## src/common/fts_pkg.sv

```systemverilog
// fts_pkg: constants and carrier types for the frame tick supervisor
// assumes a 20 MHz processor clock
package fts_pkg;

	// ---------------------------------------------------------------
	// timing
	// ---------------------------------------------------------------
	localparam int unsigned CLK_HZ          = 20_000_000;
	localparam int unsigned TICK_PERIOD_MS  = 125;
	localparam int unsigned DEAD_NOM_MS     = 120;
	localparam int unsigned DEAD_MIN_MS     = 114;
	localparam int unsigned DEAD_MAX_MS     = 130;
	// backup terminal count default: nominal period plus 1 ms margin
	localparam int unsigned BACKUP_MARGIN_MS = 1;
	localparam int unsigned BACKUP_DEF_CYC =
		(TICK_PERIOD_MS + BACKUP_MARGIN_MS) * (CLK_HZ / 1000);
	localparam int unsigned DEAD_NOM_CYC = DEAD_NOM_MS * (CLK_HZ / 1000);
	localparam int unsigned DEAD_MIN_CYC = DEAD_MIN_MS * (CLK_HZ / 1000);
	localparam int unsigned DEAD_MAX_CYC = DEAD_MAX_MS * (CLK_HZ / 1000);
	localparam int unsigned CNT_W = 22;

	// ---------------------------------------------------------------
	// status word layout
	// ---------------------------------------------------------------
	localparam int unsigned ST_TICK_BIT   = 0;
	localparam int unsigned ST_DEAD_BIT   = 1;
	localparam int unsigned ST_SUBST_BIT  = 2;
	localparam int unsigned ST_ACTIVE_BIT = 3;

	typedef struct packed {
		logic dead_active;
		logic subst_seen;
		logic dead_seen;
		logic tick_seen;
	} fts_status_t;

	typedef struct packed {
		logic clr_tick;
		logic clr_dead;
		logic clr_subst;
	} fts_clear_t;

endpackage

```

## src/hw/fts_top.sv

```systemverilog
// fts_top: frame tick supervisor, backup tick and dead-time timer
// assumes spacecraft event pulses and clear strobes synchronous to clk
`timescale 1ns/10ps
module fts_top #(
	parameter int unsigned CW        = fts_pkg::CNT_W,
	parameter int unsigned BACKUP_TC = fts_pkg::BACKUP_DEF_CYC,
	parameter int unsigned DEAD_TC   = fts_pkg::DEAD_NOM_CYC
) (
	// clock and reset
	input  wire logic                clk,
	input  wire logic                rst,
	// spacecraft events, one-cycle pulses
	input  wire logic                spacecraft_frame_tick,
	input  wire logic                spacecraft_dead_time_msg,
	// command-programmed terminal counts
	input  wire logic                backup_tc_load,
	input  wire logic [CW-1:0]       backup_tc_val,
	input  wire logic                dead_tc_load,
	input  wire logic [CW-1:0]       dead_tc_val,
	// software clear port
	input  wire fts_pkg::fts_clear_t clr,
	// status and interrupts
	output fts_pkg::fts_status_t     status,
	output logic                     frame_tick_irq,
	output logic                     dead_time_start_irq
);
	import fts_pkg::*;

	logic [CW-1:0] backup_tc_q;
	logic [CW-1:0] dead_tc_q;
	logic [CW-1:0] backup_cnt_q;
	logic [CW-1:0] dead_cnt_q;
	logic          dead_run_q;
	logic          backup_ovf;
	logic          tick_event;
	logic          dead_expire;
	logic          tick_irq_q;
	logic          dead_irq_q;
	fts_status_t   status_q;

	// ---------------------------------------------------------------
	// programmable terminal counts
	// ---------------------------------------------------------------
	// dead-time load is clamped to its documented window
	always_ff @(posedge clk) begin
		if (rst) begin
			backup_tc_q <= CW'(BACKUP_TC);
			dead_tc_q   <= CW'(DEAD_TC);
		end else begin
			if (backup_tc_load)
				backup_tc_q <= backup_tc_val;
			if (dead_tc_load) begin
				if (dead_tc_val < CW'(DEAD_MIN_CYC))
					dead_tc_q <= CW'(DEAD_MIN_CYC);
				else if (dead_tc_val > CW'(DEAD_MAX_CYC))
					dead_tc_q <= CW'(DEAD_MAX_CYC);
				else
					dead_tc_q <= dead_tc_val;
			end
		end
	end

	// ---------------------------------------------------------------
	// backup counter
	// ---------------------------------------------------------------
	assign backup_ovf = (backup_cnt_q >= backup_tc_q - CW'(1)) &&
		!spacecraft_frame_tick;
	assign tick_event = spacecraft_frame_tick | backup_ovf;

	// restarts on spacecraft tick and on its own overflow
	always_ff @(posedge clk) begin
		if (rst)
			backup_cnt_q <= '0;
		else if (tick_event)
			backup_cnt_q <= '0;
		else
			backup_cnt_q <= backup_cnt_q + CW'(1);
	end

	// ---------------------------------------------------------------
	// tick interrupt
	// ---------------------------------------------------------------
	always_ff @(posedge clk) begin
		if (rst)
			tick_irq_q <= 1'b0;
		else
			tick_irq_q <= tick_event;
	end

	// ---------------------------------------------------------------
	// dead-time timer
	// ---------------------------------------------------------------
	// the spacecraft message is deliberately not an input here
	assign dead_expire = dead_run_q &&
		(dead_cnt_q >= dead_tc_q - CW'(1)) && !tick_event;

	always_ff @(posedge clk) begin
		if (rst) begin
			dead_cnt_q <= '0;
			dead_run_q <= 1'b0;
		end else if (tick_event) begin
			dead_cnt_q <= '0;
			dead_run_q <= 1'b1;
		end else if (dead_expire) begin
			dead_cnt_q <= '0;
			dead_run_q <= 1'b0;
		end else if (dead_run_q) begin
			dead_cnt_q <= dead_cnt_q + CW'(1);
		end
	end

	always_ff @(posedge clk) begin
		if (rst)
			dead_irq_q <= 1'b0;
		else
			dead_irq_q <= dead_expire;
	end

	// ---------------------------------------------------------------
	// status flip-flops
	// ---------------------------------------------------------------
	// no read strobe exists, so reads cannot disturb these
	always_ff @(posedge clk) begin
		if (rst) begin
			status_q <= '0;
		end else begin
			if (spacecraft_frame_tick)
				status_q.tick_seen <= 1'b1;
			else if (clr.clr_tick)
				status_q.tick_seen <= 1'b0;
			if (spacecraft_dead_time_msg)
				status_q.dead_seen <= 1'b1;
			else if (clr.clr_dead)
				status_q.dead_seen <= 1'b0;
			if (backup_ovf)
				status_q.subst_seen <= 1'b1;
			else if (clr.clr_subst)
				status_q.subst_seen <= 1'b0;
			// active from dead-time timer expiry until the next tick event
			if (tick_event)
				status_q.dead_active <= 1'b0;
			else if (dead_expire)
				status_q.dead_active <= 1'b1;
		end
	end

	assign status              = status_q;
	assign frame_tick_irq      = tick_irq_q;
	assign dead_time_start_irq = dead_irq_q;
endmodule // fts_top

```

## config.mk

```make
export PLATFORM = sky130hd
export DESIGN_NAME = fts_top
export DESIGN_NICKNAME = d
export VERILOG_FILES = /design/src/common/fts_pkg.sv /design/src/hw/fts_top.sv
export SDC_FILE = /design/constraint.sdc
export NUM_CORES = 1
export LEC_CHECK = 0
export ABC_AREA = 1
export BUFFER_PORTS_ARGS = -buffer_cell sky130_fd_sc_hd__clkbuf_2
export CAP_MARGIN = 10
export CORE_MARGIN = 4
export CORE_UTILIZATION = 65
export CTS_CLUSTER_SIZE = 8
export DETAILED_ROUTE_END_ITERATION = 8
export GPL_ROUTABILITY_DRIVEN = 0
export PLACE_DENSITY_LB_ADDON = 0.05
export SYNTH_ARGS = -nofsm -noshare
export SYNTH_HDL_FRONTEND = slang
export SYNTH_SLANG_ARGS = --single-unit
```

## constraint.sdc

```tcl
create_clock -name clk -period 8.35 [get_ports clk]
set_input_delay 0 -clock clk [delete_from_list [all_inputs] [get_ports clk]]
set_output_delay 0 -clock clk [all_outputs]
set_load 0.02 [all_outputs]
```

==> results, run 1 <==
- Across all setup checks in the final design, the least slack found is a little under 5 ns.
- The cell area that synthesis handed to floorplanning was 6040 µm².
- Counting every sink on the clock net gives 95.
- Synthesis produced around 860 cells.
- STA puts the critical path data arrival time at between 3 and 4 ns.
- The number of synthesized flops with an enable pin is 0.
- The tool flagged a number of max-cap violations equal to 0.
- The buffering stage count on the worst path with inverters included is 4.
- The max-slew violation total from the final report is 0.
- The first global-routing pass estimated 24,300 µm of wire.
- The proportion of synthesized chip area in sequential cells is 0.315.
- After routing, the total negative slack on setup checks comes to 0 ns.
- The critical path ends at dead_cnt_q[4]$_SDFFE_PP0P_.
- Counting I/O delays and the setup requirement, the final critical path takes 3.45 ns.
- Across all layers, the routed design uses 5,684 vias.
- The critical path goes through inv_1 > ha_1 > inv_1 > nor2_2 > nand2_1 > nor3_4 > nand3_2 > nor2_1 > xor2_1 > inv_1 > ha_1 > nand2_1 > inv_1 > nand2_1 > nand2_1 > a21oi_2 > nand3_2 > nor3_4 > nand3_1 > nor2_1.
- In this run the count of I/O pins placed on the die edge is between 50 and 60.
- The via count of the first global-routing pass is ~5,400.
- Setup repair after global routing left no endpoint under its margin.
- The mean number of vias per cell is around 5.3.
- Counting instances, the worst hold path has a depth of 5.
- No sink is reached through more buffers than the 2 on the longest clock path.
- The depth of the critical timing path with buffers and inverters included is 20.
- Setup violations remaining at the end of the flow were counted as 0.
- In this run the number of H-tree levels came out at 3.
- The share of the clock period used by the worst path after layout is 0.414.
- The run finished with clean final reports.
- The first detailed-routing pass ran for 5 iterations.
- In this run the mean area of a mapped cell was approximately 7 µm².
- From left edge to right edge, the die measures 104 µm.
- The leakage power figure is roughly 3.3 nW.
- The clock insertion delay at the later pin of the skew report is between 0.3 and 0.4 ns.
- In this run the worst hold path is classified as in -> reg.
- The number of different library cells used by synthesis comes to 32.
- Detailed placement finished with a half-perimeter wire length of between 10,000 and 15,000 µm.
- The Yosys step of the flow raised 0 warnings.
- Entering global routing, the biggest net connects 28 pins.
- The clock skew after layout is roughly 0.012 ns.
- The total instance count after detailed placement is just over 1,000.
- In this run the most critical hold path is launched from dead_tc_val[16].
- The final design area excluding fillers is approximately 7000 µm².
- The total grt overflow is 0.
- Timing would allow up to 290 MHz.
- The setup check on the worst reg-to-reg path leaves a slack of about 5 ns.
- The most common cell after layout, fill and taps aside is sky130_fd_sc_hd__nand2_1.
- The compound-gate portion of the synthesized area is 0.0733.
- Summed over all layers, the routed wires come to between 10,000 and 15,000 µm.
- The number of DRC markers in iteration 0 is ~320.
- The region available for standard cell placement spans ~8900 µm².
- In the layout the commonest cells are sky130_fd_sc_hd__nand2_1 (173), sky130_fd_sc_hd__nor2_1 (137), sky130_fd_sc_hd__inv_1 (104).
- The category of the worst setup path launch point is a flop.
- The worst slack at placement is between 4 and 5 ns.
- In this run the worst setup path begins at backup_tc_q[0]$_SDFFE_PP0P_.
- The required time of the critical path is between 8 and 9 ns.
- For the worst flop-to-flop path, the logic depth is 20.
- The adder-cell share of the synthesized area is 0.0994.
- In the synthesized netlist the dominant register cell turns out to be sky130_fd_sc_hd__dfxtp_1.
- The number of setup buffers added after CTS is 0.
- The root buffer cell chosen for the clock tree is sky130_fd_sc_hd__clkbuf_8.
- The endpoint type of the worst setup path is a flop.
- The number of cell rows is 34.
- Across the whole layout, storage elements account for roughly 1900 µm².
- After the last flow step, the layout net total stands at between 1,000 and 1,500.
- TritonCTS built the clock tree.
- The placed cell area is 6380 µm².
- In the routed design, unresolved DRC markers number 0.
- The wire length per cell after detailed routing is between 10 and 15 µm.
- In the final layout, the share of cells above drive strength 1 is 0.113.
- The slowest stage cell on the critical path is sky130_fd_sc_hd__nand3_1.
- After clock tree synthesis, the clock-pin slew on the worst setup and hold paths is around 0.090 ns.
- The main combinational cell family by area after synthesis is simple AND/OR/NAND/NOR gates.
- Of the total synthesized cell area, the portion taken by AND, OR, NAND and NOR gates is 0.317.
- The longest individual stage delay on the worst path is roughly 0.55 ns.
- The transition time at the pin with the least slew margin is 0.754 ns.
- The synthesized design contains 95 register bits.
- The launching point of the worst reg2reg path is backup_tc_q[0]$_SDFFE_PP0P_.
- The worst slew margin relative to its limit is 0.496.
- From synthesis to final layout, the design area changed by 16.7%.
- The multi-input combinational cells in the finished layout cover a total of 3650 µm².
- The cell type group with the largest total delay on the critical path is simple AND/OR/NAND/NOR gates.
- The number of antenna violations at the first check in global routing is 0.
- The hold violation count in the final report is 0.
- The die extent in y is roughly 100 µm.
- Power spread over the standard cell area amounts to 137 nW/µm².
- Measured against the total synthesized area, the mux share comes to 0.00166.
- The number of clock buffers added by TritonCTS is 9.
- For this run, asynchronously set or reset flops after synthesis account for 0.
- The layout has 607 filler cells.
- In this run the critical register-to-register path is captured at dead_cnt_q[4]$_SDFFE_PP0P_.
- The repair_antennas step left the layout with diodes totalling 0.
- Of the total synthesized cell area, the portion taken by XOR and XNOR cells is 0.113.
- The number of routed nets with antenna violations is 0.
- IR analysis of the VDD net gives a maximum drop of around 0.13 mV.
- The number of I/O port buffers is 58.
- For this configuration, the core starts out at a cell density of 0.679.
- Excluding fillers, the count of instances in the completed layout stands at about 1,100.
- The die covers about 11,000 µm².
- The path type of the worst setup path is reg -> reg.
- The synthesized net count is 960.
- In this run the worst path has a maximum fanout of 21.
- The overall fraction of global-route tracks in use is 0.264.
==> cell type report <==
type | instances | area share
Inverter | 106 | 0.0564
Multi-Input combinational cell | 640 | 0.518
Sequential cell | 95 | 0.270
Timing Repair Buffer | 104 | 0.106
Clock inverter | 3 | 0.00958
Tap cell | 108 | 0.0192
Clock buffer | 12 | 0.0206
==> report_power, final <==
part,switching [mW],internal [mW]
combinational,0.0842,0.0633
sequential,0.0173,0.467
clock,0.155,0.176
==> routing by layer <==
metal  wire, µm  track usage
met1       6750        0.370
met3        919       0.0459
met4        179       0.0646
met5          0            0
met2       6340        0.422
==> stage by stage <==
stage	power, mW	utilization	hold WS (ns)
finish	0.963	0.793	0.0297
global route	1.01	0.793	0.0320
CTS	0.963	0.793	0.00131
detailed placement	0.622	0.717	0.222
global placement	0.615	0.717	0.205
floorplan	0.584	-	0.117
==> sequential cells by signal, indices dropped and copies added (netlist names) <==
register             cells
backup_tc_q             22
backup_cnt_q            22
dead_run_q               1
dead_cnt_q              22
dead_time_start_irq      1
frame_tick_irq           1
status                   4
dead_tc_q               22
==> cells by family after synthesis <==
logic type,after synthesis
AO/OA/AOI/OAI,84
AND/OR/NAND/NOR,429
XOR/XNOR,78
adder cells (fa/ha/maj),48
buffers and inverters,124
flip-flops,95
multiplexers,1
==> cells in the mapped netlist (14+ instances only) <==
master / number / share of area
sky130_fd_sc_hd__a21oi_1: 47 / 0.039
sky130_fd_sc_hd__dfxtp_1: 95 / 0.31
sky130_fd_sc_hd__ha_1: 48 / 0.099
sky130_fd_sc_hd__inv_1: 104 / 0.065
sky130_fd_sc_hd__nand2_1: 173 / 0.11
sky130_fd_sc_hd__nand3_1: 44 / 0.036
sky130_fd_sc_hd__nand4_1: 14 / 0.014
sky130_fd_sc_hd__nor2_1: 137 / 0.085
sky130_fd_sc_hd__nor3_1: 17 / 0.014
sky130_fd_sc_hd__o21ai_0: 25 / 0.021
sky130_fd_sc_hd__xnor2_1: 30 / 0.043
sky130_fd_sc_hd__xor2_1: 48 / 0.070
==> repair_timing <==
action / in CTS / in global routing
endpoints found under the hold margin: 44 / 0
hold buffers: 46 / 0
gates resized for setup: 0 / 0
==> worst min-delay path by stage <==
stage          slack, ns                     endpoint
6_report            0.03   dead_tc_q[16]$_SDFFE_PP0P_
5_1_grt             0.03   dead_tc_q[16]$_SDFFE_PP0P_
4_1_cts            0.001   dead_tc_q[16]$_SDFFE_PP0P_
3_5_place_dp        0.22  backup_tc_q[9]$_SDFFE_PP1P_
3_3_place_gp        0.21       status[1]$_SDFFE_PP0P_
2_1_floorplan       0.12   dead_tc_q[10]$_SDFFE_PP1P_
==> tightest hold or removal path, stage by stage <==
cell	delay, ns
sky130_fd_sc_hd__clkbuf_2	0.09
sky130_fd_sc_hd__inv_1	0.08
sky130_fd_sc_hd__nand2_1	0.06
sky130_fd_sc_hd__nand2_1	0.05
sky130_fd_sc_hd__a21oi_1	0.05
Power figures use the tool's default switching activity.
==> run 2, diff against run 1 <==
--- a/config.mk
+++ b/config.mk
@@ -9,7 +9,7 @@
 export BUFFER_PORTS_ARGS = -buffer_cell sky130_fd_sc_hd__clkbuf_2
 export CAP_MARGIN = 10
 export CORE_MARGIN = 4
-export CORE_UTILIZATION = 65
+export CORE_UTILIZATION = 54
 export CTS_CLUSTER_SIZE = 8
 export DETAILED_ROUTE_END_ITERATION = 8
 export GPL_ROUTABILITY_DRIVEN = 0
==> constraint.sdc (replaced) <==
create_clock -name clk -period 3 [get_ports clk]
set_input_delay 0 -clock clk [delete_from_list [all_inputs] [get_ports clk]]
set_output_delay 0 -clock clk [all_outputs]
set_load 0.02 [all_outputs]
==> results, run 2 (same netlist as run 1, synthesis figures left out) <==
- Status: complete, but fails checks (was complete, no violations).
- The final reports fail on setup timing.
- The final worst setup slack is -0.162 ns (was 4.90 ns).
- The path category of the worst min-delay check is in -> reg (unchanged).
- The via count is 5,767 (was 5,684).
- The number of cell rows came to 38 (was 34).
- The transition time at the pin with the least slew margin was 0.883 ns (was 0.754 ns).
- The die width came to 114 µm (was 104 µm).
- The signal arrival time at the worst endpoint is 3.49 ns (was 3.71 ns).
- The number of levels the H-tree was split into is 3 (unchanged).
- The max-slew violation total from the final report was 0 (unchanged).
- The final setup violation count is 48 (was 0).
- The count of TritonRoute iterations in the first routing pass came to 5 (unchanged).
- The hold violation count in the final report is 0 (unchanged).
- The first-pass GRT wire length came to 24,100 µm (was 24,300 µm).
- The sum of internal, switching and leakage power was 2.74 mW (was 0.963 mW).
- The power density relative to cell area is 358 nW/µm² (was 137 nW/µm²).
- The die extent in y is 114 µm (was 104 µm).
- The wire length per cell after detailed routing is 13.5 µm (was 13.3 µm).
- The final standard cell utilization of the core came to 0.703 (was 0.793).
- The die footprint came to 12,900 µm² (was 10,900 µm²).
- The number of routed nets with antenna violations is 0 (unchanged).
- The buffer levels on the longest clock path is 2 (unchanged).
- The CTS tree is yes (unchanged).
- The final-stage net count is 1,084 (was 1,057).
- The clock insertion delay at the later pin of the skew report is 0.38 ns (was 0.35 ns).
- The mean number of vias per cell is 5.11 (was 5.32).
- The area of the core was 10,900 µm² (was 8890 µm²).
- The worst slew margin relative to its limit is 0.411 (was 0.496).
- The placed cell area is 6520 µm² (was 6380 µm²).
- The category of the worst setup path launch point is a flop (unchanged).
- The via count of the first global-routing pass came to 5,493 (was 5,381).
- The number of DRC markers in iteration 0 is 267 (was 322).
- The most common cell after layout, fill and taps aside is sky130_fd_sc_hd__nand2_1 (unchanged).
- The path type of the worst setup path is reg -> reg (unchanged).
- The number of I/O port buffers is 58 (unchanged).
- The filler cell count is 928 (was 607).
- RSZ-0062 raised after global routing: yes (was no).
- The share of the clock period used by the worst path after layout is 1.05 (was 0.414).
- The endpoint type of the worst setup path is a flop (unchanged).
- The post-route setup TNS was -5.75 ns (was 0 ns).
- The final design area excluding fillers is 7660 µm² (was 7050 µm²).
- The maximum number of pins on one net before global-route repair was 28 (unchanged).
- The count of unresolved DRC violations after routing is 0 (unchanged).
- The leakage power figure was 3.45 nW (was 3.27 nW).
- The total grt overflow was 0 (unchanged).
- The peak ir drop on the vdd network is 0.388 mV (was 0.134 mV).
- The clock skew after layout was 0.00700 ns (was 0.0116 ns).
- Most frequent cells in the layout: sky130_fd_sc_hd__nand2_1 (170), sky130_fd_sc_hd__nor2_1 (103), sky130_fd_sc_hd__inv_1 (99) (was sky130_fd_sc_hd__nand2_1 (173), sky130_fd_sc_hd__nor2_1 (137), sky130_fd_sc_hd__inv_1 (104)).
- The share of layout cells above drive strength 1 is 0.193 (was 0.113).
- The achievable frequency is 316 MHz (was 290 MHz).
- The initial core utilization was 0.555 (was 0.679).
- The number of buffers inserted during clock tree synthesis came to 9 (unchanged).
- The total instance count after detailed placement is 1,051 (was 1,007).
- The TritonCTS sink count is 95 (unchanged).
- The max capacitance violation total is 0 (unchanged).
- The post-layout minimum cycle time was 3.16 ns (was 3.45 ns).
- The area added between synthesis and finish is 26.7% (was 16.7%).
- The number of standard cells in the final layout excluding fillers is 1,128 (was 1,068).
- The required time of the critical path is 3.32 ns (was 8.61 ns).
- The number of antenna violations at the first check in global routing is 0 (unchanged).
- The half-perimeter wire length of the detailed placement result came to 10,700 µm (was 10,400 µm).
- The top fanout value on the critical path came to 5 (was 21).
- The number of placed I/O pins came to 59 (unchanged).
- The overall fraction of global-route tracks in use came to 0.229 (was 0.264).
- The final antenna diode count was 0 (unchanged).
- The clock-pin slew of the registers on the worst-case setup and hold paths is 0.09 ns (about the same).
- The post-detailed-routing wire length is 15,200 µm (was 14,200 µm).
- The clock root buffer is sky130_fd_sc_hd__clkbuf_8 (unchanged).
[run 2: changes by cell type in the layout (fill, tap and decap cells not counted), moves of 5 or more]
cell and change:
sky130_fd_sc_hd__buf_4 +15, sky130_fd_sc_hd__buf_6 +5, sky130_fd_sc_hd__ha_1 -6, sky130_fd_sc_hd__ha_4 +6, sky130_fd_sc_hd__inv_1 -5, sky130_fd_sc_hd__nor2_1 -34, sky130_fd_sc_hd__nor2_2 +25, sky130_fd_sc_hd__nor2_4 +9
[run 2: metal layers]
metal  GRT usage  wire length (µm)  up-vias
met1       0.246              6120     2642
met2       0.434              8110      107
met3      0.0504               519       40
met5           0                 0        -
met4      0.0849               476        0
li1            -                 -     2978
[run 2: final timing paths]
check                               from                          end  slack (ns)  cells past startpoint
max reg2reg  backup_tc_q[2]$_SDFFE_PP0P_  dead_cnt_q[14]$_SDFFE_PP0P_       -0.16                     20
min reg2reg   dead_tc_q[21]$_SDFFE_PP1P_   dead_tc_q[21]$_SDFFE_PP1P_        0.46                      2
max          backup_tc_q[2]$_SDFFE_PP0P_  dead_cnt_q[14]$_SDFFE_PP0P_       -0.16                     20
min                       backup_tc_load  backup_tc_q[6]$_SDFFE_PP1P_        0.09                      3
[run 2: where the power goes]
group          internal [mW]  switching (mW)  leakage, nW  total [mW]
registers               1.30          0.0486        0.777        1.35
logic                  0.219           0.256         2.57       0.476
clock network          0.467           0.450        0.102       0.916
[run 2: stage by stage]
step | setup slack [ns] | hold WS, ns
2_1_floorplan | 0.239 | 0.117
6_report | -0.162 | 0.0944
3_3_place_gp | 0.0705 | 0.208
3_5_place_dp | -0.0270 | 0.215
5_1_grt | -0.340 | 0.103
4_1_cts | 0.0125 | 0.0752
[run 2: cell type report]
| class | instances | area [µm²] | share of cell area |
|---|---|---|---|
| multi-input cells | 640 | 3910 | 0.511 |
| inverters | 106 | 400 | 0.0523 |
| clock inverters | 6 | 85.1 | 0.0111 |
| well taps | 140 | 175 | 0.0229 |
| flip-flops and latches | 95 | 1910 | 0.249 |
| repair buffers | 131 | 1050 | 0.137 |
| clock buffers | 10 | 128 | 0.0167 |
[run 2: repair_timing]
item                                    4_1_cts  5_1_grt
setup buffers                                 1        9
gates cloned                                  0        4
hold buffers                                 48        0
hold endpoints to repair                     48        0
resized for setup                             3       74
pin swaps                                     1       27
endpoints found under the setup margin       22       49
[run 2: critical path: stages (launching register included)]
cell                        delay, ns
sky130_fd_sc_hd__dfxtp_2         0.35
sky130_fd_sc_hd__or2_1           0.24
sky130_fd_sc_hd__nor2_2          0.15
sky130_fd_sc_hd__nand2_2         0.10
sky130_fd_sc_hd__nor2_4          0.14
sky130_fd_sc_hd__nand2_4         0.09
sky130_fd_sc_hd__nor2_4          0.15
sky130_fd_sc_hd__nand3_2         0.10
sky130_fd_sc_hd__xnor2_2         0.14
sky130_fd_sc_hd__inv_1           0.09
sky130_fd_sc_hd__ha_4            0.21
sky130_fd_sc_hd__nand2_4         0.08
sky130_fd_sc_hd__inv_2           0.03
sky130_fd_sc_hd__nand2_1         0.05
sky130_fd_sc_hd__nand2_1         0.07
sky130_fd_sc_hd__a21oi_2         0.15
sky130_fd_sc_hd__nand3_2         0.12
sky130_fd_sc_hd__nor3_4          0.34
sky130_fd_sc_hd__nand3_4         0.17
sky130_fd_sc_hd__clkbuf_16       0.25
sky130_fd_sc_hd__nor2_4          0.07
==> run 3, diff against run 2 <==
--- a/config.mk
+++ b/config.mk
@@ -9,7 +9,7 @@
 export BUFFER_PORTS_ARGS = -buffer_cell sky130_fd_sc_hd__clkbuf_2
 export CAP_MARGIN = 10
 export CORE_MARGIN = 4
-export CORE_UTILIZATION = 54
+export CORE_UTILIZATION = 60
 export CTS_CLUSTER_SIZE = 8
 export DETAILED_ROUTE_END_ITERATION = 8
 export GPL_ROUTABILITY_DRIVEN = 0
==> constraint.sdc (replaced) <==
create_clock -name clk -period 3.1 [get_ports clk]
set_input_delay 0 -clock clk [delete_from_list [all_inputs] [get_ports clk]]
set_output_delay 0 -clock clk [all_outputs]
set_load 0.02 [all_outputs]
==> results, run 3 (same netlist as run 1, synthesis figures left out) <==
- The wire length per cell after detailed routing came to 13.7 µm (was 13.5 µm).
- The buffer levels on the longest clock path was 2 (unchanged).
- The die width is 108 µm (was 114 µm).
- The number of buffers inserted during clock tree synthesis was 9 (unchanged).
- The number of cell rows came to 36 (was 38).
- The required time of the critical path is 3.37 ns (was 3.32 ns).
- The worst hold margin was 0.0816 ns (was 0.0944 ns).
- The filler cell count is 741 (was 928).
- The switching part of the total power is 0.284 (was 0.275).
- The category of the worst setup path launch point is a flop (unchanged).
- The launching point of the worst reg2reg path is backup_tc_q[1]$_SDFFE_PP0P_ (was backup_tc_q[2]$_SDFFE_PP0P_).
- The path category of the worst min-delay check is in -> reg (unchanged).
- The initial core utilization is 0.618 (was 0.555).
- The clock root buffer is sky130_fd_sc_hd__clkbuf_8 (unchanged).
- The share of layout cells above drive strength 1 is 0.179 (was 0.193).
- The via count of the first global-routing pass came to 5,855 (was 5,493).
- The power density relative to cell area is 338 nW/µm² (was 358 nW/µm²).
- The post-layout minimum cycle time is 3.07 ns (was 3.16 ns).
- The CTS tree is yes (unchanged).
- The number of levels the H-tree was split into came to 3 (unchanged).
- The die footprint is 11,700 µm² (was 12,900 µm²).
- The launching instance or port of the critical path is backup_tc_q[1]$_SDFFE_PP0P_ (was backup_tc_q[2]$_SDFFE_PP0P_).
- The final design area excluding fillers came to 7640 µm² (was 7660 µm²).
- Most frequent cells in the layout: sky130_fd_sc_hd__nand2_1 (167), sky130_fd_sc_hd__nor2_1 (119), sky130_fd_sc_hd__inv_1 (100) (was sky130_fd_sc_hd__nand2_1 (170), sky130_fd_sc_hd__nor2_1 (103), sky130_fd_sc_hd__inv_1 (99)).
- The total grt overflow is 0 (unchanged).
- The share of the clock period used by the worst path after layout is 0.989 (was 1.05).
- The first-pass GRT wire length was 25,600 µm (was 24,100 µm).
- The transition time at the pin with the least slew margin is 0.845 ns (was 0.883 ns).
- The maximum number of pins on one net before global-route repair is 28 (unchanged).
- The number of routed nets with antenna violations is 0 (unchanged).
- Status: complete, no violations (was complete, but fails checks).
- The final antenna diode count is 0 (unchanged).
- The net switching power figure was 0.732 mW (was 0.755 mW).
- The max capacitance violation total is 0 (unchanged).
- The number of placed I/O pins is 59 (unchanged).
- The clock insertion delay at the later pin of the skew report is 0.38 ns (about the same).
- The signal arrival time at the worst endpoint came to 3.34 ns (was 3.49 ns).
- The half-perimeter wire length of the detailed placement result is 10,700 µm (about the same).
- The number of DRC markers in iteration 0 is 297 (was 267).
- The path type of the worst setup path is reg -> reg (unchanged).
- The die extent in y is 108 µm (was 114 µm).
- The worst slew margin relative to its limit is 0.436 (was 0.411).
- The startpoint of the most critical hold path is backup_tc_load (unchanged).
- RSZ-0062 raised after global routing: yes (unchanged).
- The post-route setup TNS is 0 ns (was -5.75 ns).
- The part of the total power dissipated in combinational logic is 0.180 (was 0.173).
- The via count is 5,780 (was 5,767).
- The total internal power is 1.85 mW (was 1.99 mW).
- The achievable frequency is 326 MHz (was 316 MHz).
- The count of cells along the worst hold path is 3 (unchanged).
- The placed cell area is 6480 µm² (was 6520 µm²).
- The top fanout value on the critical path was 6 (was 5).
- The area of the core is 9770 µm² (was 10,900 µm²).
- The count of TritonRoute iterations in the first routing pass is 5 (unchanged).
- The peak ir drop on the vdd network came to 0.240 mV (was 0.388 mV).
- The endpoint type of the worst setup path was a flop (unchanged).
- The final standard cell utilization of the core is 0.781 (was 0.703).
- The clock-pin slew of the registers on the worst-case setup and hold paths was 0.09 ns (about the same).
- The number of antenna violations at the first check in global routing is 0 (unchanged).
- The max-slew violation total from the final report is 0 (unchanged).
- The overall fraction of global-route tracks in use is 0.270 (was 0.229).
- The mean number of vias per cell is 5.16 (was 5.11).
- The count of unresolved DRC violations after routing is 0 (unchanged).
- The post-detailed-routing wire length is 15,300 µm (was 15,200 µm).
- The hold violation count in the final report is 0 (unchanged).
- The TritonCTS sink count is 95 (unchanged).
- The depth of the most critical reg-to-reg path is 21 (was 20).
- The share of total power in sequential cells is 0.506 (was 0.492).
- The leakage power figure is 3.45 nW (about the same).
- The number of I/O port buffers is 58 (unchanged).
- The area added between synthesis and finish is 26.4% (was 26.7%).
- The final-stage net count is 1,084 (unchanged).
- The clock skew after layout is 0.0109 ns (was 0.00700 ns).
- The final setup violation count came to 0 (was 48).
- The most common cell after layout, fill and taps aside is sky130_fd_sc_hd__nand2_1 (unchanged).
- The proportion of power drawn by the clock network is 0.314 (was 0.334).
-- run 3: area by class of cell --
cell class | instances | area, µm² | area share
tap | 133 | 166 | 0.0218
clock buffer | 11 | 131 | 0.0172
clock inverter | 5 | 58.8 | 0.00770
multi-input combinational | 640 | 3910 | 0.512
timing repair buffer | 131 | 1070 | 0.140
inverter | 106 | 398 | 0.0521
sequential | 95 | 1910 | 0.249
-- run 3: worst max-delay path, cell delays in order, from the launching register on --
cell,delay (ns)
sky130_fd_sc_hd__dfxtp_2,0.33
sky130_fd_sc_hd__or2_1,0.23
sky130_fd_sc_hd__nor2_2,0.12
sky130_fd_sc_hd__nand2_2,0.09
sky130_fd_sc_hd__nor2_4,0.12
sky130_fd_sc_hd__nand2_4,0.09
sky130_fd_sc_hd__nor2_4,0.10
sky130_fd_sc_hd__nand3_1,0.09
sky130_fd_sc_hd__xnor2_1,0.15
sky130_fd_sc_hd__inv_1,0.09
sky130_fd_sc_hd__ha_4,0.28
sky130_fd_sc_hd__nand2_4,0.05
sky130_fd_sc_hd__nor2_2,0.16
sky130_fd_sc_hd__nand2_1,0.10
sky130_fd_sc_hd__nor2_1,0.14
sky130_fd_sc_hd__nand2_1,0.10
sky130_fd_sc_hd__nand3_2,0.11
sky130_fd_sc_hd__nor3_4,0.05
sky130_fd_sc_hd__buf_6,0.12
sky130_fd_sc_hd__nand3_4,0.17
sky130_fd_sc_hd__buf_12,0.19
sky130_fd_sc_hd__nor2_4,0.03
-- run 3: routing by layer --
| layer | global-route usage | routed length [µm] |
|---|---|---|
| met2 | 0.518 | 8280 |
| met4 | 0.0938 | 365 |
| met1 | 0.289 | 6150 |
| met3 | 0.0579 | 541 |
| met5 | 0 | 0 |
-- run 3: path summary, 6_finish.rpt --
kind | slack [ns] | end
worst max-delay path | 0.03 | dead_cnt_q[8]$_SDFFE_PP0P_
worst min-delay path | 0.08 | backup_tc_q[17]$_SDFFE_PP1P_
worst min register to register | 0.45 | dead_tc_q[21]$_SDFFE_PP1P_
worst max register to register | 0.03 | dead_cnt_q[8]$_SDFFE_PP0P_
-- run 3: through the flow --
step / total power, mW / std cells / setup WS [ns]
2_1_floorplan: 1.57 / 859 / 0.339
3_3_place_gp: 1.67 / 1038 / 0.0807
3_5_place_dp: 1.69 / 1038 / -0.0260
4_1_cts: 2.56 / 1116 / 0.0180
5_1_grt: 2.70 / 1121 / -0.181
6_report: 2.58 / 1121 / 0.0347
-- run 3: what timing repair did --
action	in CTS	in global routing
hold buffers	48	0
buffers inserted	11	4
endpoints found under the hold margin	46	0
gates cloned	3	1
pin swaps	10	13
setup endpoints to repair	24	48
resized for setup	27	42
-- run 3: power by group through the flow --
stage               registers [mW]  clock network, mW  logic (mW)
floorplan                     1.32                  0       0.251
global placement              1.33                  0       0.340
detailed placement            1.33                  0       0.352
CTS                           1.30              0.818       0.438
global route                  1.31              0.867       0.526
finish                        1.31              0.810       0.465
